--- config.mk ---
export PLATFORM = sky130hd
export DESIGN_NAME = ptq_task_file
export DESIGN_NICKNAME = d
export VERILOG_FILES = /design/src/rtl/ptq_pkg.sv /design/src/rtl/ptq_sector_buf.sv /design/src/rtl/ptq_stepper.sv /design/src/rtl/ptq_task_file.sv
export SDC_FILE = /design/constraint.sdc
export NUM_CORES = 2
export LEC_CHECK = 0
export BUFFER_PORTS_ARGS = -buffer_cell sky130_fd_sc_hd__buf_2
export CAP_MARGIN = 20
export CORE_ASPECT_RATIO = 0.6
export CORE_MARGIN = 1.5
export CORE_UTILIZATION = 45
export CTS_BUF_LIST = sky130_fd_sc_hd__clkbuf_2
export DETAILED_ROUTE_END_ITERATION = 10
export GPL_ROUTABILITY_DRIVEN = 0
export HOLD_SLACK_MARGIN = 0.12
export PLACE_DENSITY_LB_ADDON = 0.15
export SLEW_MARGIN = 30
export SYNTH_ARGS = -nofsm -noshare
export SYNTH_HDL_FRONTEND = slang
export SYNTH_MEMORY_MAX_BITS = 65536
export SYNTH_SLANG_ARGS = --single-unit
--- constraint.sdc ---
create_clock -name CLK -period 11.19 [get_ports CLK]
set_input_delay 1.119 -clock CLK [delete_from_list [all_inputs] [get_ports CLK]]
set_output_delay 1.119 -clock CLK [all_outputs]
set_load 0.01 [all_outputs]
--- src/rtl/ptq_pkg.sv ---
// package: task file map, status layout, opcodes, carriers
package ptq_pkg;

	// ----------------------------------------------------------------
	// clock and timing
	// ----------------------------------------------------------------
	localparam int CLK_PERIOD_NS     = 10;
	localparam int STEP_UNIT_US      = 500;
	localparam int STEP_UNIT_CYC     = (STEP_UNIT_US * 1000) / CLK_PERIOD_NS;
	localparam int STEP_PULSE_NS     = 1000;
	localparam int STEP_PULSE_CYC    = (STEP_PULSE_NS + CLK_PERIOD_NS - 1)
	                                   / CLK_PERIOD_NS;
	localparam int MAX_RESTORE_STEPS = 1024;

	// ----------------------------------------------------------------
	// widths and sizes
	// ----------------------------------------------------------------
	localparam int CYL_W        = 10;
	localparam int SECTOR_BYTES = 512;
	localparam int NUM_DRIVES   = 4;

	// ----------------------------------------------------------------
	// task file register indices (byte addresses on the port)
	// ----------------------------------------------------------------
	localparam logic [2:0] REG_DATA     = 3'h0;
	localparam logic [2:0] REG_ERROR    = 3'h1; // write: precomp cylinder
	localparam logic [2:0] REG_SEC_CNT  = 3'h2;
	localparam logic [2:0] REG_SEC_NUM  = 3'h3;
	localparam logic [2:0] REG_CYL_LO   = 3'h4;
	localparam logic [2:0] REG_CYL_HI   = 3'h5;
	localparam logic [2:0] REG_SDH      = 3'h6;
	localparam logic [2:0] REG_STAT_CMD = 3'h7; // read status, write command

	// ----------------------------------------------------------------
	// status bits, error bits, size/drive/head fields
	// ----------------------------------------------------------------
	localparam int ST_BUSY  = 7;
	localparam int ST_READY = 6;
	localparam int ST_SEEKC = 4;
	localparam int ST_DRQ   = 3;
	localparam int ST_CORR  = 2;
	localparam int ST_ERR   = 0;
	localparam int ERR_TRK0  = 1;
	localparam int ERR_ABORT = 2;
	localparam int SDH_DRV_LO = 3;
	localparam int SDH_HEAD_W = 3;
	localparam logic [7:0] RESET_BYTE = 8'h00;

	// ----------------------------------------------------------------
	// command byte layout
	// ----------------------------------------------------------------
	localparam logic [3:0] OPC_RESTORE = 4'h1;
	localparam logic [3:0] OPC_READ    = 4'h2;
	localparam logic [3:0] OPC_SEEK    = 4'h7;
	localparam logic [3:0] OPC_TEST    = 4'h9;
	localparam int CMD_DMA_BIT = 3;

	// controller sequence, gray along the read path
	typedef enum logic [1:0] {
		PTQ_IDLE = 2'b00,
		PTQ_POS  = 2'b01,
		PTQ_DISK = 2'b11,
		PTQ_XFER = 2'b10
	} ptq_state_e;

	// sector fetch request towards the drive side
	typedef struct packed {
		logic [1:0]            drive;
		logic [SDH_HEAD_W-1:0] head;
		logic [CYL_W-1:0]      cyl;
		logic [7:0]            sector;
	} ptq_dsk_req_s;

endpackage

--- src/rtl/ptq_sector_buf.sv ---
// sector buffer: one full sector, disk side fills, host side drains
`timescale 1ns/100ps
`default_nettype none
module ptq_sector_buf #(
	parameter int DW    = 8,
	parameter int DEPTH = 512,
	parameter int AW    = $clog2(DEPTH)
) (
	// clock
	input  wire logic          clk,
	// fill side
	input  wire logic          wr_en,
	input  wire logic [AW-1:0] wr_addr,
	input  wire logic [DW-1:0] wr_data,
	// drain side
	input  wire logic [AW-1:0] rd_addr,
	output logic      [DW-1:0] rd_data
);

	logic [DW-1:0] mem [DEPTH];

	// ----------------------------------------------------------------
	// storage
	// ----------------------------------------------------------------
	// fill from the disk stream
	always_ff @(posedge clk) begin
		if (wr_en) begin
			mem[wr_addr] <= wr_data;
		end
	end

	// host side sees the addressed byte at once
	assign rd_data = mem[rd_addr];

endmodule
`default_nettype wire

--- src/rtl/ptq_stepper.sv ---
// head positioner: steps toward a cylinder or out to track zero
`timescale 1ns/100ps
`default_nettype none
module ptq_stepper
	import ptq_pkg::*;
#(
	parameter int UNIT_CYC = STEP_UNIT_CYC
) (
	// clock and reset
	input  wire logic             clk,
	input  wire logic             rst,
	// request
	input  wire logic             start,
	input  wire logic             home,
	input  wire logic [3:0]       rate,
	input  wire logic [CYL_W-1:0] cur_cyl,
	input  wire logic [CYL_W-1:0] tgt_cyl,
	// drive pins
	input  wire logic             trk0,
	output logic                  step,
	output logic                  dir_in,
	// result
	output logic                  done,
	output logic                  fail,
	output logic [CYL_W-1:0]      pos
);

	logic             run_r;
	logic             home_r;
	logic [10:0]      left_r;
	logic [31:0]      tmr_r;
	logic [31:0]      interval;
	logic [CYL_W-1:0] tgt_r;

	// step interval from the rate code, never shorter than the pulse
	assign interval = (32'(rate) + 32'd1) * 32'(UNIT_CYC)
	                  + 32'(STEP_PULSE_CYC);
	assign step = run_r && (tmr_r > interval - 32'(STEP_PULSE_CYC));

	// ----------------------------------------------------------------
	// stepping sequence
	// ----------------------------------------------------------------
	always_ff @(posedge clk) begin
		if (rst) begin
			run_r  <= 1'b0;
			home_r <= 1'b0;
			left_r <= '0;
			tmr_r  <= '0;
			tgt_r  <= '0;
			dir_in <= 1'b0;
			done   <= 1'b0;
			fail   <= 1'b0;
			pos    <= '0;
		end else begin
			done <= 1'b0;
			if (!run_r) begin
				if (start) begin
					run_r  <= 1'b1;
					home_r <= home;
					fail   <= 1'b0;
					tmr_r  <= '0;
					tgt_r  <= tgt_cyl; // target may not stand after start
					dir_in <= !home && (tgt_cyl > cur_cyl);
					if (home) begin
						left_r <= 11'(MAX_RESTORE_STEPS);
					end else if (tgt_cyl > cur_cyl) begin
						left_r <= 11'(tgt_cyl - cur_cyl);
					end else begin
						left_r <= 11'(cur_cyl - tgt_cyl);
					end
				end
			end else if (tmr_r != '0) begin
				tmr_r <= tmr_r - 32'd1;
			end else if (home_r && trk0) begin
				run_r <= 1'b0; // track zero reached
				done  <= 1'b1;
				pos   <= '0;
			end else if (left_r == '0) begin
				run_r <= 1'b0;
				done  <= 1'b1;
				fail  <= home_r; // no track zero within the limit
				pos   <= home_r ? '0 : tgt_r;
			end else begin
				left_r <= left_r - 11'd1;
				tmr_r  <= interval;
			end
		end
	end

endmodule
`default_nettype wire

--- src/rtl/ptq_task_file.sv ---
// task file port: registers, command sequencing, sector read-out
`timescale 1ns/100ps
`default_nettype none

// Function
// - parameter registers read back their values, except precomp: address 1 reads the error register
// - positioning commands step heads, no data
// - busy at status bit 7 during operations
// - completion line rises when host needed
// - errors complete exactly like normal completion
// - error flag is status bit 0
// - corrected flag at bit 2, mask 4
// - only read sector moves buffer, implied seek
// - transfer bit places completion before/after buffer
// - all disk data passes full sector buffer
// - read sector byte 0010 D M 00
// - data request held until buffer drained; an accepted command drops it earlier
module ptq_task_file
	import ptq_pkg::*;
#(
	parameter int STEP_UNIT    = STEP_UNIT_CYC,
	parameter int SECTOR_LEN   = SECTOR_BYTES,
	parameter int DRIVES       = NUM_DRIVES
) (
	// clock and reset
	input  wire logic         CLK,
	input  wire logic         RST,
	// task file port
	input  wire logic [2:0]   ADDR,
	input  wire logic [7:0]   WDATA,
	input  wire logic         WR,
	input  wire logic         RD,
	output logic      [7:0]   RDATA,
	// host request lines
	output logic              COMPLETION_REQUEST_LINE,
	output logic              DATA_REQUEST_FLAG,
	// drive positioning
	input  wire logic         TRK0,
	output logic              STEP,
	output logic              STEP_DIR_IN,
	// drive read stream
	output ptq_dsk_req_s      DSK_REQ,
	output logic              DSK_RD_START,
	input  wire logic         DSK_BYTE_VALID,
	input  wire logic [7:0]   DSK_BYTE,
	input  wire logic         DSK_END,
	input  wire logic [7:0]   DSK_ERROR,
	input  wire logic         DSK_CORRECTED
);

	localparam int AW = $clog2(SECTOR_LEN);
	localparam logic [AW-1:0] LAST_BYTE = AW'(SECTOR_LEN - 1);

	// ----------------------------------------------------------------
	// declarations
	// ----------------------------------------------------------------
	ptq_state_e       state_r;
	ptq_state_e       state_nxt;
	logic [7:0]       precomp_r;
	logic [7:0]       sec_cnt_r;
	logic [7:0]       sec_num_r;
	logic [7:0]       cyl_lo_r;
	logic [7:0]       cyl_hi_r;
	logic [7:0]       sdh_r;
	logic [7:0]       cmd_r;
	logic [7:0]       err_reg_r;
	logic [3:0]       rate_r;
	logic             busy_r;
	logic             err_r;
	logic             corr_r;
	logic             seekc_r;
	logic             drq_r;
	logic             irq_r;
	logic [AW-1:0]    wr_ptr_r;
	logic [AW-1:0]    rd_ptr_r;
	logic [7:0]       rdata_r;
	logic [7:0]       buf_q;
	logic [CYL_W-1:0] cur_cyl_r [DRIVES];
	logic [1:0]       drv;
	logic [CYL_W-1:0] tgt_cyl;
	logic [7:0]       status;
	logic             cmd_wr;
	logic             cmd_take;
	logic [3:0]       opc;
	logic             opc_pos;
	logic             opc_known;
	logic             stp_start;
	logic             stp_done;
	logic             stp_fail;
	logic [CYL_W-1:0] stp_pos;
	logic             data_rd;
	logic             last_rd;
	logic             irq_set;
	logic             irq_clr;
	logic             fin_pos;
	logic             fin_disk;

	// ----------------------------------------------------------------
	// decoding
	// ----------------------------------------------------------------
	// strobes and command fields
	assign cmd_wr    = WR && (ADDR == REG_STAT_CMD);
	assign cmd_take  = cmd_wr && !busy_r;
	assign opc       = WDATA[7:4];
	assign opc_pos   = (opc == OPC_RESTORE) || (opc == OPC_SEEK)
	                   || (opc == OPC_TEST);
	assign opc_known = opc_pos || (opc == OPC_READ);
	assign drv       = sdh_r[SDH_DRV_LO +: 2];
	assign tgt_cyl   = {cyl_hi_r[CYL_W-9:0], cyl_lo_r};
	assign data_rd   = RD && (ADDR == REG_DATA) && drq_r;
	assign last_rd   = data_rd && (rd_ptr_r == LAST_BYTE);

	// completion events of the two command families
	assign fin_pos   = (state_r == PTQ_POS) && stp_done
	                   && (stp_fail || (cmd_r[7:4] != OPC_READ));
	assign fin_disk  = (state_r == PTQ_DISK) && DSK_END;

	// positioner start: any accepted positioning or read command
	assign stp_start = cmd_take && opc_known;

	// status byte, error and corrected flags at the low end
	always_comb begin
		status           = RESET_BYTE;
		status[ST_BUSY]  = busy_r;
		status[ST_READY] = 1'b1;
		status[ST_SEEKC] = seekc_r;
		status[ST_DRQ]   = drq_r;
		status[ST_CORR]  = corr_r;
		status[ST_ERR]   = err_r;
	end

	// ----------------------------------------------------------------
	// sequencer
	// ----------------------------------------------------------------
	// next state
	always_comb begin
		state_nxt = state_r;
		unique case (state_r)
			PTQ_IDLE, PTQ_XFER: begin
				if (cmd_take && opc_known) begin
					state_nxt = PTQ_POS;
				end else if (cmd_take) begin
					state_nxt = PTQ_IDLE;
				end else if (last_rd) begin
					state_nxt = PTQ_IDLE;
				end
			end
			PTQ_POS: begin
				if (fin_pos) begin
					state_nxt = PTQ_IDLE;
				end else if (stp_done) begin
					state_nxt = PTQ_DISK;
				end
			end
			PTQ_DISK: begin
				if (DSK_END) begin
					state_nxt = PTQ_XFER;
				end
			end
		endcase
	end

	// state register
	always_ff @(posedge CLK) begin
		if (RST) begin
			state_r <= PTQ_IDLE;
		end else begin
			state_r <= state_nxt;
		end
	end

	// drive read request goes out once the heads are in place
	always_ff @(posedge CLK) begin
		if (RST) begin
			DSK_RD_START <= 1'b0;
		end else begin
			DSK_RD_START <= (state_r == PTQ_POS) && stp_done && !fin_pos;
		end
	end

	// request fields follow the task file
	assign DSK_REQ.drive  = drv;
	assign DSK_REQ.head   = sdh_r[SDH_HEAD_W-1:0];
	assign DSK_REQ.cyl    = tgt_cyl;
	assign DSK_REQ.sector = sec_num_r;

	// ----------------------------------------------------------------
	// task file parameters
	// ----------------------------------------------------------------
	// host writes land while the controller is idle
	always_ff @(posedge CLK) begin
		if (RST) begin
			precomp_r <= RESET_BYTE;
			sec_cnt_r <= RESET_BYTE;
			sec_num_r <= RESET_BYTE;
			cyl_lo_r  <= RESET_BYTE;
			cyl_hi_r  <= RESET_BYTE;
			sdh_r     <= RESET_BYTE;
		end else if (WR && !busy_r) begin
			unique case (ADDR)
				REG_ERROR:   precomp_r <= WDATA;
				REG_SEC_CNT: sec_cnt_r <= WDATA;
				REG_SEC_NUM: sec_num_r <= WDATA;
				REG_CYL_LO:  cyl_lo_r  <= WDATA;
				REG_CYL_HI:  cyl_hi_r  <= WDATA;
				REG_SDH:     sdh_r     <= WDATA;
				default: ;
			endcase
		end
	end

	// command byte and the stepping rate it leaves behind
	always_ff @(posedge CLK) begin
		if (RST) begin
			cmd_r  <= RESET_BYTE;
			rate_r <= '0;
		end else if (cmd_take) begin
			cmd_r <= WDATA;
			if (opc == OPC_RESTORE || opc == OPC_SEEK) begin
				rate_r <= WDATA[3:0];
			end
		end
	end

	// ----------------------------------------------------------------
	// busy, error and corrected flags
	// ----------------------------------------------------------------
	// every ending, failed or not, goes the same way
	always_ff @(posedge CLK) begin
		if (RST) begin
			busy_r    <= 1'b0;
			err_r     <= 1'b0;
			corr_r    <= 1'b0;
			err_reg_r <= RESET_BYTE;
		end else if (cmd_take) begin
			busy_r    <= opc_known;
			corr_r    <= 1'b0;
			err_r     <= !opc_known;
			err_reg_r <= opc_known ? RESET_BYTE : 8'(1 << ERR_ABORT);
		end else if (fin_pos) begin
			busy_r <= 1'b0;
			if (stp_fail) begin
				err_r     <= 1'b1;
				err_reg_r <= 8'(1 << ERR_TRK0);
			end
		end else if (fin_disk) begin
			busy_r    <= 1'b0;
			err_r     <= |DSK_ERROR;
			err_reg_r <= DSK_ERROR;
			corr_r    <= DSK_CORRECTED;
		end
	end

	// seek complete once the heads settle
	always_ff @(posedge CLK) begin
		if (RST) begin
			seekc_r <= 1'b0;
		end else if (cmd_take && opc_known) begin
			seekc_r <= 1'b0;
		end else if (stp_done) begin
			seekc_r <= !stp_fail;
		end
	end

	// ----------------------------------------------------------------
	// head position per drive
	// ----------------------------------------------------------------
	generate
		for (genvar d = 0; d < DRIVES; d++) begin : g_drv
			always_ff @(posedge CLK) begin
				if (RST) begin
					cur_cyl_r[d] <= '0;
				end else if (stp_done && drv == 2'(d)) begin
					cur_cyl_r[d] <= stp_pos;
				end
			end
		end
	endgenerate

	ptq_stepper #(
		.UNIT_CYC (STEP_UNIT)
	) u_stepper (
		.clk     (CLK),
		.rst     (RST),
		.start   (stp_start),
		.home    (opc == OPC_RESTORE),
		.rate    ((opc == OPC_RESTORE || opc == OPC_SEEK) ?
		          WDATA[3:0] : rate_r),
		.cur_cyl (cur_cyl_r[drv]),
		.tgt_cyl ((opc == OPC_TEST) ? cur_cyl_r[drv] : tgt_cyl),
		.trk0    (TRK0),
		.step    (STEP),
		.dir_in  (STEP_DIR_IN),
		.done    (stp_done),
		.fail    (stp_fail),
		.pos     (stp_pos)
	);

	// ----------------------------------------------------------------
	// sector buffer
	// ----------------------------------------------------------------
	// disk bytes fill it, host reads drain it
	always_ff @(posedge CLK) begin
		if (RST) begin
			wr_ptr_r <= '0;
		end else if (DSK_RD_START) begin
			wr_ptr_r <= '0;
		end else if (state_r == PTQ_DISK && DSK_BYTE_VALID) begin
			wr_ptr_r <= wr_ptr_r + AW'(1);
		end
	end

	ptq_sector_buf #(
		.DW    (8),
		.DEPTH (SECTOR_LEN)
	) u_buf (
		.clk     (CLK),
		.wr_en   (state_r == PTQ_DISK && DSK_BYTE_VALID),
		.wr_addr (wr_ptr_r),
		.wr_data (DSK_BYTE),
		.rd_addr (rd_ptr_r),
		.rd_data (buf_q)
	);

	// host read pointer, one byte per data read, any pace
	always_ff @(posedge CLK) begin
		if (RST) begin
			rd_ptr_r <= '0;
		end else if (fin_disk) begin
			rd_ptr_r <= '0;
		end else if (data_rd) begin
			rd_ptr_r <= rd_ptr_r + AW'(1);
		end
	end

	// data request stands until the last byte is taken or a new command is accepted
	always_ff @(posedge CLK) begin
		if (RST) begin
			drq_r <= 1'b0;
		end else if (fin_disk) begin
			drq_r <= 1'b1;
		end else if (last_rd || cmd_take) begin
			drq_r <= 1'b0;
		end
	end
	assign DATA_REQUEST_FLAG = drq_r;

	// ----------------------------------------------------------------
	// completion request line
	// ----------------------------------------------------------------
	// before the buffer with the transfer bit clear, after it when set
	assign irq_set = fin_pos
	                 || (fin_disk && !cmd_r[CMD_DMA_BIT])
	                 || (last_rd && cmd_r[CMD_DMA_BIT])
	                 || (cmd_take && !opc_known);
	assign irq_clr = (RD && ADDR == REG_STAT_CMD) || cmd_wr;

	// low to high on each request, dropped on status read or command write; set wins
	always_ff @(posedge CLK) begin
		if (RST) begin
			irq_r <= 1'b0;
		end else begin
			irq_r <= irq_set || (irq_r && !irq_clr);
		end
	end
	assign COMPLETION_REQUEST_LINE = irq_r;

	// ----------------------------------------------------------------
	// read data
	// ----------------------------------------------------------------
	// parameters read back so failures can be located
	always_ff @(posedge CLK) begin
		if (RST) begin
			rdata_r <= RESET_BYTE;
		end else if (RD) begin
			unique case (ADDR)
				REG_DATA:     rdata_r <= buf_q;
				REG_ERROR:    rdata_r <= err_reg_r;
				REG_SEC_CNT:  rdata_r <= sec_cnt_r;
				REG_SEC_NUM:  rdata_r <= sec_num_r;
				REG_CYL_LO:   rdata_r <= cyl_lo_r;
				REG_CYL_HI:   rdata_r <= cyl_hi_r;
				REG_SDH:      rdata_r <= sdh_r;
				REG_STAT_CMD: rdata_r <= status;
			endcase
		end else begin
			rdata_r <= RESET_BYTE;
		end
	end
	assign RDATA = rdata_r;

endmodule
`default_nettype wire

* After elaboration in Yosys (flattened, before gate mapping) *
Memories as Yosys holds them, arrays and structs flattened. A register that Yosys moved wholly into a read port is not among the register bits.
Cells that the tools add are included.

cells by class
  $add $sub $neg = 9
  $mul = 1
  div/mod/pow operators = 0
  order comparisons = 2
  eq/ne operators = 29
  shift-type cells = 0
  mux-type cells = 75
  bitwise operators = 8
  reductions and logical operators = 71

operators with widths
  kind                      count
  $mux W32                  5
  $mux W10                  8
  $mux W11                  7
  $pmux W8 S8               1
  $mux W1                   37
  $add A32 B7 Y32 const B   1
  $gt A32 B32 Y1            1
  $mul A32 B12 Y28 const B  1
  $mux W8                   4
  $reduce_bool A32 Y1       1
  $sub A32 B1 Y32 const B   1
  $sub A32 B7 Y32 const B   1
  $logic_and A1 B1 Y1       24
  $sub A10 B10 Y11          2
  $add A9 B1 Y9 const B     2
  $mux W9                   2
  $mux W2                   8
  $reduce_and A2 Y1         8
  $eq A3 B3 Y1 const B      4
  $reduce_or A2 Y1          6
  $logic_not A11 Y1         1
  $sub A11 B1 Y11 const B   1
  $gt A10 B10 Y1            1
  $logic_or A1 B1 Y1        10
  other kinds (29)          58

word-level totals
  register bits = 163
  bits in latches = 0
  RAM bits = 4,136
  bits in read-only memories = 0
  input port bits = 35
  output and inout bits = 36
  word-level logic and storage cells = 225
  memories kept = 2

memories
  name       depth  bits a word  rd ports  clocked after memory_dff  write ports  RTL line              source
  u_buf.mem  512    8            1         1                         1            ptq_sector_buf.sv:20  logic [DW-1:0] mem [DEPTH];
  cur_cyl_r  4      10           1         1                         4            ptq_task_file.sv:78   logic [CYL_W-1:0] cur_cyl_r [DRIVES];

* Longest topological paths before layout *
  depth in word-level cells = 10
  depth in mapped cells = 34
  gate-level depth less buffers = 33

* By module *
From an unflattened synthesis, not the netlist that was laid out.

second synthesis, totals
  cell total of the unflattened synthesis = 9,521
  area, all modules = 172,729.4 um^2

modules (own cells, without submodules)
  module          times used  cells an instance  area each (um^2)
  ptq_sector_buf  1           8,022              159,767.0
  ptq_stepper     1           882                6,731.5
  ptq_task_file   1           617                6,231.0

* Worst setup path before layout *
No wires, ideal clock.

  path type = input-to-output
  from = input WDATA[6]
  to = output STEP
  arrival time = 7,963 ps
  data required time = 10,071 ps
  path slack = 2,108 ps
  stages = 34
  path buffers = 1
  path through = buf_2 > xor2_1 > nor2_1 > a21oi_2 > inv_1 > ha_1 > xnor2_1 > nor3_1 > or2_2 > ha_1 > xor2_1 > ha_1 > a21o_1 > ha_1 > ha_1 > o21ai_0 > o21ba_2 > xor2_1 > or3_1 > a211oi_1 > a41oi_1 > nor3_1 > nand3_1 > xnor2_1 > ha_1 > a21o_1 > a21o_1 > a21o_1 > a21o_1 > a21o_1 > a21oi_1 > o221ai_1 > a21oi_1 > a311oi_1

on the way
  cells in the longest elaborated chain, start to end = 9
  elaborated cells between the ends (all ways) = 10
  classes of those cells = 3 x add/sub; 1 x mul; 1 x order compare; 2 x eq/ne; 1 x mux; 2 x reduce/logical

ends and longest elaborated chain
  what                                          RTL line              source
  start, declared                               ptq_task_file.sv:30   input wire logic [7:0] WDATA,
  $eq A4 B1 Y1 or $eq A4 B3 Y1 (tied branches)  ptq_task_file.sv:287  .rate ((opc == OPC_RESTORE || opc == OPC_SEEK) ?
  $logic_or A1 B1 Y1 *                          ptq_task_file.sv:287
  $mux W4 *                                     --
  via u_stepper.rate[0]                         ptq_stepper.sv:15     input wire logic [3:0] rate,
  $add A4 B1 Y5 *                               ptq_stepper.sv:36     assign interval = (32'(rate) + 32'd1) * 32'(UNIT_CYC)
  $mul A32 B12 Y28 *                            ptq_stepper.sv:36
  $add A32 B7 Y32 *                             ptq_stepper.sv:37     + 32'(STEP_PULSE_CYC);
  $sub A32 B7 Y32 *                             ptq_stepper.sv:38     assign step = run_r && (tmr_r > interval - 32'(STEP_PULSE_CYC));
  $gt A32 B32 Y1 *                              ptq_stepper.sv:38
  $logic_and A1 B1 Y1 *                         ptq_stepper.sv:38
  end, declared                                 ptq_task_file.sv:39   output logic STEP,

The timed path passes the listed nets; every way through them passes the cells marked *.

* Worst setup path in the final report *
  from = input WDATA[0]
  to = output STEP

on the way
  cells in the longest elaborated chain, start to end = 7

ends and longest elaborated chain
  what                   RTL line
  $mux W4                --
  via u_stepper.rate[0]  ptq_stepper.sv:15
  $add A4 B1 Y5          ptq_stepper.sv:36
  $mul A32 B12 Y28       ptq_stepper.sv:36
  $add A32 B7 Y32        ptq_stepper.sv:37
  $sub A32 B7 Y32        ptq_stepper.sv:38
  $gt A32 B32 Y1         ptq_stepper.sv:38
  $logic_and A1 B1 Y1    ptq_stepper.sv:38

The timed path passes the listed nets, and every way through them passes these cells.

==> flow_metrics.py <==
metrics = {
    "status": {
        "run_status": "finished clean",
    },
    "synthesis": {
        "ys_dominant_reg_cell": "sky130_fd_sc_hd__edfxtp_1",
        "gate_count_of_the_mapped_netlist": 8057,
        "synth.lib_cells_used.distinct": 84,
        "average_cell_area_after_synthesis_um2": 21.1,
        "ys.warnings.count": 0,
        "async_flop_share": 0,
        "synthesis.nets": 8183,
        "synth-seq-cells": 4307,
        "synth.yosys.seq_area_share": 0.749,
        "synth-edff-count": 4136,
        "synthesis.area_um2": 170000,
    },
    "critical_path": {
        "critical_path.slowest_cell": "sky130_fd_sc_hd__dlygate4sd3_1",
        "critical_path_class": "in2out",
        "slowest_delay_ps": 660,
        "rrSetupSlack_ps": 5170,
        "timing.critical_path.max_delay_family": "simple AND/OR/NAND/NOR gates",
        "timing.rr.start": "rate_r[0]",
        "critical_path_arrival_ps": 9560,
        "timing.critical_path.from_type": "primary input",
        "timing.critical_path.to_type": "output pin",
        "critical_path_depth": 33,
        "rr_worst_depth": 23,
        "worst-path-buf-inv": 6,
        "critPathRequiredTime_ps": 10070,
        "crit_path_frequent_cell": "sky130_fd_sc_hd__ha_1",
        "crit_start": "WDATA[0]",
        "worst_r2r_endpoint": "u_stepper.tmr_r[20]",
        "worst-path-max-fanout": 12,
    },
    "timing": {
        "final_max_slew_viol_count": 0,
        "timing.final.crit_period_ps": 10680,
        "max_clock_freq_mhz": 93.7,
        "final_hold_viol_count": 0,
        "tightest_slew_ps": 1100,
        "final.setup_skew_ps": 210,
        "slew_headroom": 0.269,
        "finalSetupViolations": 0,
        "finalWorstSetupSlack_ps": 514,
        "finalCritPeriodShare": 0.954,
    },
    "grt": {
        "grt_util_met2": 0.314,
        "overflow": 0,
        "grt_start_max_net_pins": 178,
        "via_count_of_the_first_global_routing_pass": 87400,
        "grt.met3_usage": 0.0714,
        "track_usage": 0.234,
        "wire_length_of_the_first_global_routing_pass_um": 644000,
        "global_route.usage.met1": 0.373,
        "antenna_violations_before_repair": 34,
        "grt.busiest_layer": "met1",
    },
    "worst_hold_path": {
        "timing.hold.worst.class": "in2reg",
        "hold-path-cell-count": 7,
        "min_from": "WDATA[4]",
        "endpoint_of_the_worst_hold_timing_path": "rate_r[3]",
    },
    "clock_network": {
        "maximum_clock_insertion_buffer_count": 4,
        "ctsHtreeMaxLevel": 6,
        "root_buffer": "sky130_fd_sc_hd__clkbuf_2",
        "clock_slew_at_the_register_clock_pins_of_the_worst_setup_and_hold_paths_ps": 110,
        "clkSinkCount": 4307,
        "tritoncts": "built",
        "skew_pair_late_insertion_delay_ps": 2030,
        "cts_inserted_buffers": 924,
    },
    "placement": {
        "buffer_ports.inserted": 70,
        "place_hpwl_um": 271000,
        "detailedPlace.worstSlack_ps": 677,
        "detailed_place.area_um2": 177000,
    },
    "routing": {
        "drtAntennaViolNets": 0,
        "dr_total_vias": 87300,
        "post_drt_wl_per_cell_um": 31.0,
        "drt_drc_violations_left": 0,
        "finalWirelength_um": 452000,
        "drt_first_pass_iters": 5,
        "first_iter_violations": 10500,
        "avgViaCountPerCell": 5.99,
    },
    "pwr": {
        "max-vdd-ir-drop_mv": 0.0947,
        "power.static_leakage_uw": 0.0575,
        "power-per-cell-area_nw_per_um2": 149,
    },
    "floorplanning": {
        "i_o_pin_count": 71,
        "row_count": 174,
        "initial_core_util": 0.453,
        "core_region_area_um2": 376000,
        "die_span_in_x_um": 797,
        "die-area_um2": 382000,
        "die_height_um": 479,
    },
    "finish": {
        "area.growth.synth_to_final_pct": 9.58,
        "final_area_um2": 187000,
        "post_route_cells_drive_above_1_share": 0.328,
        "nets": 8982,
    },
    "flow_run": {
        "maxCapViolCount": 0,
    },
}
-- area by class of cell --
class                   instances  area [µm²]
multi-input cells            3209       40900
diodes                         18        45.0
clock buffers                1413        7070
clock inverters               204        1040
inverters                      65         244
well taps                    5016        6280
repair buffers                349        3360
flip-flops and latches       4307      128000
fillers                     30700      189000
-- layer usage --
layer  part of all wire  up-vias
met4              0.019       14
met5            0.00057        -
met1               0.46    46600
met3               0.10      607
li1                   -    35700
met2               0.42     4279
-- Yosys cell counts (all sizes together), types with 24 or more instances --
cell type,n,area share
a21oi,114,0.0034
a221oi,30,0.0015
a22o,33,0.0017
a22oi,58,0.0026
and2,52,0.0019
buf,171,0.0045
clkbuf,305,0.0067
dfxtp,171,0.020
edfxtp,4136,0.73
ha,88,0.0065
inv,64,0.0014
mux2i,76,0.0045
mux4,1307,0.17
nand2,153,0.0034
nand3,56,0.0016
nor2,703,0.016
nor2b,25,0.00092
nor3,79,0.0024
nor3b,24,0.0011
o21ai,73,0.0022
xnor2,42,0.0022
xor2,24,0.0012
-- registers in the layout, summed over array words and instances (netlist names), 2 cells and up, named ones only --
name and cells:
u_stepper.tmr_r 32, wr_ptr_r 9, u_stepper.left_r 11, sdh_r 8
u_stepper.pos 10, u_stepper.tgt_r 10, cyl_lo_r 8, state_r 2
sec_cnt_r 8, rate_r 4, RDATA 8, cmd_r 5
sec_num_r 8, u_buf.mem 4096, cur_cyl_r 40, rd_ptr_r 9
cyl_hi_r 8, err_reg_r 8
-- placed cells by master, fill, tap and decap left out, drive strengths merged, types with 14 or more instances in the layout --
cell            n
ha             88
nor3b          24
xor2           24
dlygate4sd3    99
buf           250
o21ai          73
nor4           23
nor2          703
nand2         153
mux2i          76
a22oi          58
diode          18
edfxtp       4136
clkinv        175
a31oi          14
a221oi         30
clkbuf       1413
a21o           20
dfxtp         171
a21oi         114
inv            79
nand3          56
nand2b         14
nor3           79
and2           52
nand4          19
xnor2          42
mux4         1307
a22o           33
nor2b          25
a211oi         23
-- tightest hold or removal path: stages --
cell and delay (ps):
sky130_fd_sc_hd__dlygate4sd3_1 530, sky130_fd_sc_hd__buf_2 180, sky130_fd_sc_hd__nand2b_1 140, sky130_fd_sc_hd__nor2_2 120
sky130_fd_sc_hd__nand2_1 80, sky130_fd_sc_hd__nand2_1 50, sky130_fd_sc_hd__a21oi_1 120
-- timing repair --
item                       4_1_cts  5_1_grt
pin swaps                        0        3
setup endpoints to repair        1        1
buffers inserted                 0        2
hold endpoints to repair      2408        0
gates resized for setup          8       11
hold buffers                   108        0
-- through the flow --
stage               total power (µW)  utilization  std cells  TNS (ps)  hold WS [ps]
floorplan                      18200            -       8057         0           431
global placement               18600        0.471      12800         0           444
detailed placement             18600        0.471      12800         0           449
CTS                            28100        0.496      14600         0           124
global route                   28900        0.497      14600     -39.8           284
finish                         27900        0.497      14600         0           392
-- kinds of logic (layout without fill, tap and decap cells) --
| group | after synthesis | in the layout | share of synthesized area |
|---|---|---|---|
| AOI/OAI and AO/OA | 448 | 448 | 0.0178 |
| xor gates and xnor gates | 66 | 66 | 0.00339 |
| adders and majority gates | 91 | 91 | 0.00682 |
| buffers and inverters | 541 | 2031 | 0.0127 |
| DFF | 4307 | 4307 | 0.749 |
| muxes | 1392 | 1392 | 0.178 |
| other | 0 | 18 | 0 |
| and+or+nand+nor | 1212 | 1212 | 0.0319 |
-- power by group --
part | internal, µW | total, µW | leakage (µW) | switching (µW)
sequential | 17600 | 17700 | 0.0386 | 14.9
combinational | 158 | 626 | 0.0125 | 468
clock | 3500 | 9620 | 0.00637 | 6120
-- worst max-delay path by stage --
stage	endpoint
floorplan	STEP
global placement	STEP
detailed placement	STEP
CTS	STEP
global route	STEP
finish	STEP
No activity file was read; power rests on OpenSTA's default activity.
